--- config.mk ---
export PLATFORM = sky130hd
export DESIGN_NAME = spc_engine
export DESIGN_NICKNAME = d
export VERILOG_FILES = /design/src/spc_pkg.sv /design/src/spc_table.sv /design/src/spc_engine.sv
export SDC_FILE = /design/constraint.sdc
export NUM_CORES = 2
export LEC_CHECK = 0
export BUFFER_PORTS_ARGS = -buffer_cell sky130_fd_sc_hd__buf_2
export CAP_MARGIN = 30
export CORE_MARGIN = 4
export CORE_UTILIZATION = 55
export CTS_CLUSTER_SIZE = 20
export DETAILED_ROUTE_END_ITERATION = 7
export PLACE_DENSITY = 0.72
export SLEW_MARGIN = 20
export SYNTH_ARGS = -nofsm -noshare
export SYNTH_HDL_FRONTEND = slang
export SYNTH_SLANG_ARGS = --single-unit
--- constraint.sdc ---
create_clock -name mclk -period 12.4 [get_ports mclk]
set_clock_uncertainty 0.1 [all_clocks]
set_input_delay 1.24 -clock mclk [delete_from_list [all_inputs] [get_ports mclk]]
set_output_delay 1.24 -clock mclk [all_outputs]
set_load 0.02 [all_outputs]
--- src/spc_pkg.sv ---
// package for the special command engine: offsets, codes, reset values, carriers
package spc_pkg;
   localparam logic [7:0]  SPC_ADDR_PARAM_LOW  = 8'hb0;
   localparam logic [7:0]  SPC_ADDR_PARAM_HIGH = 8'hb1;
   localparam logic [7:0]  SPC_ADDR_RESULT     = 8'hb2;
   localparam logic [7:0]  SPC_ADDR_OPCODE     = 8'hb4;
   localparam logic [15:0] SPC_RST_WORD        = 16'h0000;
   localparam logic [7:0]  SPC_RST_OPCODE      = 8'h00;
   localparam logic [7:0]  SPC_CMD_STORE       = 8'h04;
   localparam logic [7:0]  SPC_CMD_STORE_PAIR  = 8'h08;
   localparam logic [7:0]  SPC_CMD_ADC_SPEED   = 8'h0d;
   localparam logic [7:0]  SPC_CMD_SETUP_TX    = 8'h0f;
   localparam logic [7:0]  SPC_CMD_LOAD_TX     = 8'h10;
   localparam logic [7:0]  SPC_CMD_RSSI_WIN    = 8'h12;
   localparam logic [7:0]  SPC_CMD_GAIN        = 8'h14;
   localparam logic [7:0]  SPC_CMD_MSG_LEN     = 8'h17;
   localparam logic [7:0]  SPC_CMD_EYE         = 8'h1f;
   localparam logic [15:0] SPC_EYE_ON          = 16'h0001;
   localparam logic [15:0] SPC_EYE_OFF         = 16'h0000;
   // adc time = (22*p + 1)/48 us, kept as multiplier and offset
   localparam logic [4:0]  SPC_ADC_MULT        = 5'h16;
   localparam logic [15:0] SPC_ADC_MIN         = 16'h0018;
   localparam logic [15:0] SPC_ADC_MAX         = 16'h0100;
   localparam logic [15:0] SPC_ADC_RST         = 16'h0018;
   localparam logic [15:0] SPC_GAIN_MAX        = 16'h7fff;
   localparam int          SPC_TABLE_DEPTH     = 64;
   localparam int          SPC_PTR_W           = 6;
   localparam logic [5:0]  SPC_TX_TABLE_BASE   = 6'h00;
   localparam logic [5:0]  SPC_TX_EVENTS       = 6'h08;

   // register port request
   typedef struct packed {
      logic        wr;
      logic        rd;
      logic [7:0]  addr;
      logic [15:0] wdata;
   } spc_req_t;

   // settings handed to the rest of the chip
   typedef struct packed {
      logic [16:0] adc_convert_ticks;
      logic [15:0] rssi_start;
      logic [15:0] rssi_length;
      logic [15:0] rssi_gain;
      logic [15:0] carrier_sense_scale;
      logic        eye_monitor;
   } spc_cfg_t;
endpackage

--- src/spc_table.sv ---
// internal event table with one or two writes per cycle and one read port
`timescale 1ns/100ps
module spc_table (
   input  wire logic                           mclk,
   input  wire logic                           rst,
   input  wire logic                           we0,
   input  wire logic [spc_pkg::SPC_PTR_W-1:0]  addr0,
   input  wire logic [15:0]                    data0,
   input  wire logic                           we1,
   input  wire logic [spc_pkg::SPC_PTR_W-1:0]  addr1,
   input  wire logic [15:0]                    data1,
   input  wire logic [spc_pkg::SPC_PTR_W-1:0]  raddr,
   output logic      [15:0]                    rdata
);
   import spc_pkg::*;
   logic [15:0] mem [SPC_TABLE_DEPTH];

   // entries are not reset; software loads them before use
   always_ff @(posedge mclk) begin
      if (we0) begin
         mem[addr0] <= data0;
      end
      if (we1) begin
         mem[addr1] <= data1;
      end
   end

   // registered read, one cycle latency
   always_ff @(posedge mclk or posedge rst) begin
      if (rst) begin
         rdata <= 16'h0000;
      end else begin
         rdata <= mem[raddr];
      end
   end
endmodule

--- src/spc_engine.sv ---
// special command engine: parameter, result and opcode registers plus command sequencer
// Functional notes
// - Two write-only 16-bit parameter words, a read-only 16-bit result and a write-only 8-bit opcode.
// - Writing the opcode while the engine is idle starts the selected command at once.
// - On finishing, the done flag is set, the opcode clears and any result is placed.
// - Code 04 stores the low parameter at the pointer and advances it by one.
// - Code 08 stores both parameters in two consecutive entries and advances by two.
// - Code 0D sets the adc conversion time from 22 times the parameter, clamped to 24..256, plus one, over 48 us.
// - Code 10 resets the pointer to the base of the transmit event table.
// - Code 0F walks the loaded transmit event table and configures transmit control.
// - Code 12 sets the rssi start sample and accumulated sample count.
// - Code 14 sets the rssi gain and carrier sense gain, each over 32768.
// - Code 17 waits for the message buffer then returns the message bit count.
// - Code 1F with 0001 routes receive demod signals to transmit I and Q; 0000 stops it.
`timescale 1ns/100ps
module spc_engine (
   input  wire logic                     mclk,
   input  wire logic                     rst,
   input  wire spc_pkg::spc_req_t        req,
   output logic      [15:0]              rdata,
   output logic                          rvalid,
   input  wire logic                     irq_reg_read,
   output logic                          done_flag,
   output logic                          busy,
   input  wire logic                     msg_ready,
   input  wire logic [15:0]              msg_bits,
   output spc_pkg::spc_cfg_t             cfg,
   output logic      [15:0]              tx_event_data,
   output logic      [5:0]               tx_event_index,
   output logic                          tx_event_valid,
   output logic                          tx_config_done
);
   import spc_pkg::*;

   typedef enum logic [2:0] {
      SPC_IDLE,
      SPC_EXEC,
      SPC_WAIT_MSG,
      SPC_TX_READ,
      SPC_TX_EMIT,
      SPC_FINISH
   } spc_state_t;

   spc_state_t             state;
   logic [15:0]            param_low;
   logic [15:0]            param_high;
   logic [15:0]            result;
   logic [7:0]             opcode;
   logic [SPC_PTR_W-1:0]   ptr;
   logic [SPC_PTR_W-1:0]   tx_idx;
   logic [15:0]            tbl_rdata;
   logic                   tbl_we0;
   logic                   tbl_we1;
   logic                   op_write;
   logic                   finish;
   logic [16:0]            adc_ticks;
   logic [15:0]            win_start;
   logic [15:0]            win_length;
   logic [15:0]            sample_gain;
   logic [15:0]            carrier_sense_scale;
   logic                   eye_on;

   assign op_write = req.wr && (req.addr == SPC_ADDR_OPCODE) && (state == SPC_IDLE);
   assign finish   = (state == SPC_FINISH);
   assign tbl_we0  = (state == SPC_EXEC) && ((opcode == SPC_CMD_STORE) || (opcode == SPC_CMD_STORE_PAIR));
   assign tbl_we1  = (state == SPC_EXEC) && (opcode == SPC_CMD_STORE_PAIR);

   spc_table spc_table_inst (
      .mclk  (mclk),
      .rst   (rst),
      .we0   (tbl_we0),
      .addr0 (ptr),
      .data0 (param_low),
      .we1   (tbl_we1),
      .addr1 (SPC_PTR_W'(ptr + 6'h01)),
      .data1 (param_high),
      .raddr (tx_idx),
      .rdata (tbl_rdata)
   );

   // parameter words; writes while busy are dropped to protect the running command
   always_ff @(posedge mclk or posedge rst) begin
      if (rst) begin
         param_low  <= SPC_RST_WORD;
         param_high <= SPC_RST_WORD;
      end else if (req.wr && !busy) begin
         if (req.addr == SPC_ADDR_PARAM_LOW) begin
            param_low <= req.wdata;
         end
         if (req.addr == SPC_ADDR_PARAM_HIGH) begin
            param_high <= req.wdata;
         end
      end
   end

   // opcode register, cleared by hardware when the command ends
   always_ff @(posedge mclk or posedge rst) begin
      if (rst) begin
         opcode <= SPC_RST_OPCODE;
      end else if (finish) begin
         opcode <= SPC_RST_OPCODE;
      end else if (op_write) begin
         opcode <= req.wdata[7:0];
      end
   end

   // sequencer
   always_ff @(posedge mclk or posedge rst) begin
      if (rst) begin
         state <= SPC_IDLE;
      end else begin
         case (state)
            SPC_IDLE: begin
               if (op_write) begin
                  state <= SPC_EXEC;
               end
            end
            SPC_EXEC: begin
               if (opcode == SPC_CMD_MSG_LEN) begin
                  state <= SPC_WAIT_MSG;
               end else if (opcode == SPC_CMD_SETUP_TX) begin
                  state <= SPC_TX_READ;
               end else begin
                  state <= SPC_FINISH;
               end
            end
            SPC_WAIT_MSG: begin
               if (msg_ready) begin
                  state <= SPC_FINISH;
               end
            end
            SPC_TX_READ: begin
               state <= SPC_TX_EMIT;
            end
            SPC_TX_EMIT: begin
               if (tx_idx == SPC_TX_EVENTS - 6'h01) begin
                  state <= SPC_FINISH;
               end else begin
                  state <= SPC_TX_READ;
               end
            end
            SPC_FINISH: begin
               state <= SPC_IDLE;
            end
            default: begin
               state <= SPC_IDLE;
            end
         endcase
      end
   end

   // table pointer; store commands advance it, load_tx rewinds it
   always_ff @(posedge mclk or posedge rst) begin
      if (rst) begin
         ptr <= SPC_TX_TABLE_BASE;
      end else if (state == SPC_EXEC) begin
         if (opcode == SPC_CMD_STORE) begin
            ptr <= SPC_PTR_W'(ptr + 6'h01);
         end else if (opcode == SPC_CMD_STORE_PAIR) begin
            ptr <= SPC_PTR_W'(ptr + 6'h02);
         end else if (opcode == SPC_CMD_LOAD_TX) begin
            ptr <= SPC_TX_TABLE_BASE;
         end
      end
   end

   // walk index; rewound on every command so a walk always starts at the table base
   always_ff @(posedge mclk or posedge rst) begin
      if (rst) begin
         tx_idx <= SPC_TX_TABLE_BASE;
      end else if (state == SPC_EXEC) begin
         tx_idx <= SPC_TX_TABLE_BASE;
      end else if (state == SPC_TX_EMIT) begin
         tx_idx <= SPC_PTR_W'(tx_idx + 6'h01);
      end
   end

   // event strobe out to the tx controller, one entry per read and emit pair
   always_ff @(posedge mclk or posedge rst) begin
      if (rst) begin
         tx_event_data  <= 16'h0000;
         tx_event_index <= 6'h00;
         tx_event_valid <= 1'b0;
         tx_config_done <= 1'b0;
      end else begin
         tx_event_valid <= 1'b0;
         tx_config_done <= 1'b0;
         if (state == SPC_TX_EMIT) begin
            tx_event_data  <= tbl_rdata;
            tx_event_index <= tx_idx;
            tx_event_valid <= 1'b1;
            tx_config_done <= (tx_idx == SPC_TX_EVENTS - 6'h01);
         end
      end
   end

   // adc conversion time in 1/48 us ticks; out-of-range words are clamped to SPC_ADC_MIN or SPC_ADC_MAX so the adc never runs too fast or too slow
   always_ff @(posedge mclk or posedge rst) begin
      if (rst) begin
         adc_ticks <= 17'(SPC_ADC_RST * SPC_ADC_MULT + 17'h00001);
      end else if ((state == SPC_EXEC) && (opcode == SPC_CMD_ADC_SPEED)) begin
         if (param_low < SPC_ADC_MIN) begin
            adc_ticks <= 17'(SPC_ADC_MIN * SPC_ADC_MULT + 17'h00001);
         end else if (param_low > SPC_ADC_MAX) begin
            adc_ticks <= 17'(SPC_ADC_MAX * SPC_ADC_MULT + 17'h00001);
         end else begin
            adc_ticks <= 17'({1'b0, param_low} * SPC_ADC_MULT + 17'h00001);
         end
      end
   end

   // rssi measurement window, shared by both receive channels
   always_ff @(posedge mclk or posedge rst) begin
      if (rst) begin
         win_start  <= SPC_RST_WORD;
         win_length <= SPC_RST_WORD;
      end else if ((state == SPC_EXEC) && (opcode == SPC_CMD_RSSI_WIN)) begin
         win_start  <= param_low;
         win_length <= param_high;
      end
   end

   // gains; top bit dropped because the factors are q15 fractions below one
   always_ff @(posedge mclk or posedge rst) begin
      if (rst) begin
         sample_gain         <= SPC_RST_WORD;
         carrier_sense_scale <= SPC_RST_WORD;
      end else if ((state == SPC_EXEC) && (opcode == SPC_CMD_GAIN)) begin
         sample_gain         <= param_low & SPC_GAIN_MAX;
         carrier_sense_scale <= param_high & SPC_GAIN_MAX;
      end
   end

   // eye monitor routing; words other than on and off leave it as it was
   always_ff @(posedge mclk or posedge rst) begin
      if (rst) begin
         eye_on <= 1'b0;
      end else if ((state == SPC_EXEC) && (opcode == SPC_CMD_EYE)) begin
         if (param_low == SPC_EYE_ON) begin
            eye_on <= 1'b1;
         end else if (param_low == SPC_EYE_OFF) begin
            eye_on <= 1'b0;
         end
      end
   end

   // settings bundle; each field is wired straight from its own register
   assign cfg = '{
      adc_convert_ticks:   adc_ticks,
      rssi_start:          win_start,
      rssi_length:         win_length,
      rssi_gain:           sample_gain,
      carrier_sense_scale: carrier_sense_scale,
      eye_monitor:         eye_on
   };

   // result word, loaded at completion of the length query
   always_ff @(posedge mclk or posedge rst) begin
      if (rst) begin
         result <= SPC_RST_WORD;
      end else if ((state == SPC_WAIT_MSG) && msg_ready) begin
         result <= msg_bits;
      end
   end

   // done flag: set wins over a same-cycle interrupt register read
   always_ff @(posedge mclk or posedge rst) begin
      if (rst) begin
         done_flag <= 1'b0;
      end else if (finish) begin
         done_flag <= 1'b1;
      end else if (irq_reg_read) begin
         done_flag <= 1'b0;
      end
   end

   // busy from the opcode write until the done flag rises
   always_ff @(posedge mclk or posedge rst) begin
      if (rst) begin
         busy <= 1'b0;
      end else if (finish) begin
         busy <= 1'b0;
      end else if (op_write) begin
         busy <= 1'b1;
      end
   end

   // read port: only the result is readable, everything else reads zero
   always_ff @(posedge mclk or posedge rst) begin
      if (rst) begin
         rdata  <= 16'h0000;
         rvalid <= 1'b0;
      end else begin
         rvalid <= req.rd;
         rdata  <= (req.rd && (req.addr == SPC_ADDR_RESULT)) ? result : 16'h0000;
      end
   end
endmodule

==> results.cfg <==
[run_status]
status = finished, final reports clean

[floorplan]
dieArea_um2 = 119000
rows = 123
start_util_pct = 55.5
core_area_um2 = 113000
die_h_um = 345
io_pins = 171
die_w_um = 345

[synthesis]
synthTopCellsByArea = edfxtp_1 (49%), mux2_2 (13%), mux4_2 (10%)
synth_edf_count = 1024
syn_area_um2 = 62600
yosys-top-cells-count = edfxtp_1 (1024), mux2_2 (726), o21ai_0 (477), clkbuf_1 (373), nand3_1 (361)
ys_ff_latch = 1233
yosysMostFrequentCell = edfxtp_1
yosysTopAreaCell = edfxtp_1
async_flop_share_pct = 17.0
synth_ff_type = edfxtp_1
ys_types = 84
synth_top_area_share_pct = 49.1
syn_inst = 4447
syn_area_per_cell_um2 = 14.1
synth_seq_area_share_pct = 57.5
yosys_warnings = 0

[pwr]
combinationalPowerShare_pct = 18.8
p_per_area_nw_per_um2 = 161
p_switching_mw = 3.17
sw_frac_of_total_pct = 28.4
p_leak_nw = 23.0
peakVddDrop_mv = 0.169
p_clk_share_pct = 37.3
cellInternalPower_mw = 7.99
seq_power_share_pct = 44.0

[clock_tree]
h-tree-depth = 4
cts_buffer_depth = 3
postCtsSetupBuffers = 0
clock_sinks = 1233
cts_hold_buf = 0
root_buffer = clkbuf_16
clock_latency_ns = 0.77
path_clk_slew_ns = 0.06
cts_resized = 0
cts_buffers = 134
tritoncts = yes

[cells_and_area]
area_growth_syn_to_layout_pct = 10.9
fin_util_pct = 61.5
nets = 4489
design_area_um2 = 69400
layout-drive-gt1-share_pct = 37.9

[sta]
slew_headroom_pct = 25.9
hold_viol = 0
slew_viol_final = 0
setup_tns_ns = 0
tightest_slew_ns = 1.11
min_period_over_period_pct = 37.9
max_freq_mhz = 213
setup_violations = 0
rsz0062_at_grt = no
period_needed_ns = 4.69

[critical_path]
worst_setup_path_start_kind = flip-flop
critPathCaptureType = flip-flop
crit_type = flip-flop to flip-flop
cp.arrival_ns = 5.19
worstPathMaxFanout = 120
required_ns = 12.89

[routing]
routed_wirelength_mm = 205
first_iter_violations = 6573
first_pass_iters = 8
final_antenna_net_count = 0
wl_per_cell_um = 34.1
drc = 0
viasPerCell = 7.03
vias = 42300

[global_routing]
grt.total_usage_pct = 33.9
grt_pass1_wl_mm = 297
antenna_found_initial = 11
grt-ovfl-total = 0
grt_pass1_vias = 41100
grt_start_max_net_pins = 121

[placement]
place_congestion = 0.998
dp.final_hpwl_mm = 122
postPlaceCellArea_um2 = 64800
numPortBuffers = 167

[min_path]
hold_class = flip-flop to flip-flop

[job]
maxCapViolations = 0
flip-flops by register name, indices dropped and copies added (netlist names), 16 cells and up:
| register | cells |
|---|---|
| adc_ticks | 16 |
| param_high | 16 |
| param_low | 16 |
| rdata | 16 |
| result | 16 |
| spc_table_inst.mem | 1024 |
| spc_table_inst.rdata | 16 |
| tx_event_data | 16 |
| win_length | 16 |
| win_start | 16 |
metrics by stage:
step                worst slack, ns  hold WS, ns  power, mW  cells
detailed placement             7.79        0.359       7.01   5753
CTS                            7.77        0.374       11.1   6000
floorplan                      5.35        0.314       6.29   4448
finish                         7.71        0.370       11.2   6019
global placement               7.70        0.355       6.98   5744
global route                   7.53        0.388       11.5   6009
routing by layer:
metal,global-route usage [%],part of all wire (%),vias up
met5,0,0.0063,-
met3,11.8,14,593
met2,49.9,44,3371
met1,45.5,36,21400
li1,-,-,16900
met4,16.1,5.4,2
power groups by stage:
stage	logic, mW	registers, mW	clock network (mW)
6_report	2.10	4.90	4.16
5_1_grt	2.20	4.92	4.37
4_1_cts	2.05	4.89	4.17
3_5_place_dp	2.04	4.98	0
3_3_place_gp	2.01	4.97	0
2_1_floorplan	1.37	4.92	0
cell type report:
class                   count  area (um^2)
clock buffers             181         3700
multi-input cells        2614        24400
fillers                  8341        43400
flip-flops and latches   1233        36000
inverters                  67          259
repair buffers            344         2300
well taps                1500         1880
clock inverters            66          800
diodes                     14         35.0
kinds of logic after synthesis:
kind of cell | synth area share [%]
flip-flops | 57.5
multiplexers | 25.0
AND/OR/NAND/NOR | 6.40
AO/OA/AOI/OAI | 5.84
buffers and inverters | 3.99
adder cells (fa/ha/maj) | 1.12
XOR/XNOR | 0.224
other | 0.0120
placed cells by master (no fill, tap or decap), types with 138 or more instances in the layout:
cell type	n
clkbuf_16	138
edfxtp_1	1024
nand3_1	361
mux2_2	726
buf_4	162
mux4_2	289
buf_2	167
o21ai_0	413
dfrtp_1	171
nand2_1	253
final timing paths:
path	start	endpoint	slack (ns)	cells after the start
worst max-delay path	tx_idx[1]	spc_table_inst.rdata[2]	7.71	7
worst min-delay path	result[8]	rdata[8]	0.37	1
worst max register to register	tx_idx[1]	spc_table_inst.rdata[2]	7.71	7
worst min register to register	result[8]	rdata[8]	0.37	1
max in group asynchronous	rst	tx_idx[2]	9.73	5
min in group asynchronous	rst	adc_ticks[12]	0.49	2
critical path, cell delays in order, from the launching register on:
cell      delay [ns]
dfrtp_4         1.08
buf_12          0.58
buf_4           0.81
mux4_2          0.44
mux4_2          0.48
and2_1          0.19
a211oi_1        0.58
a21oi_1         0.08
Note: power is estimated with default switching activity, not from simulation.
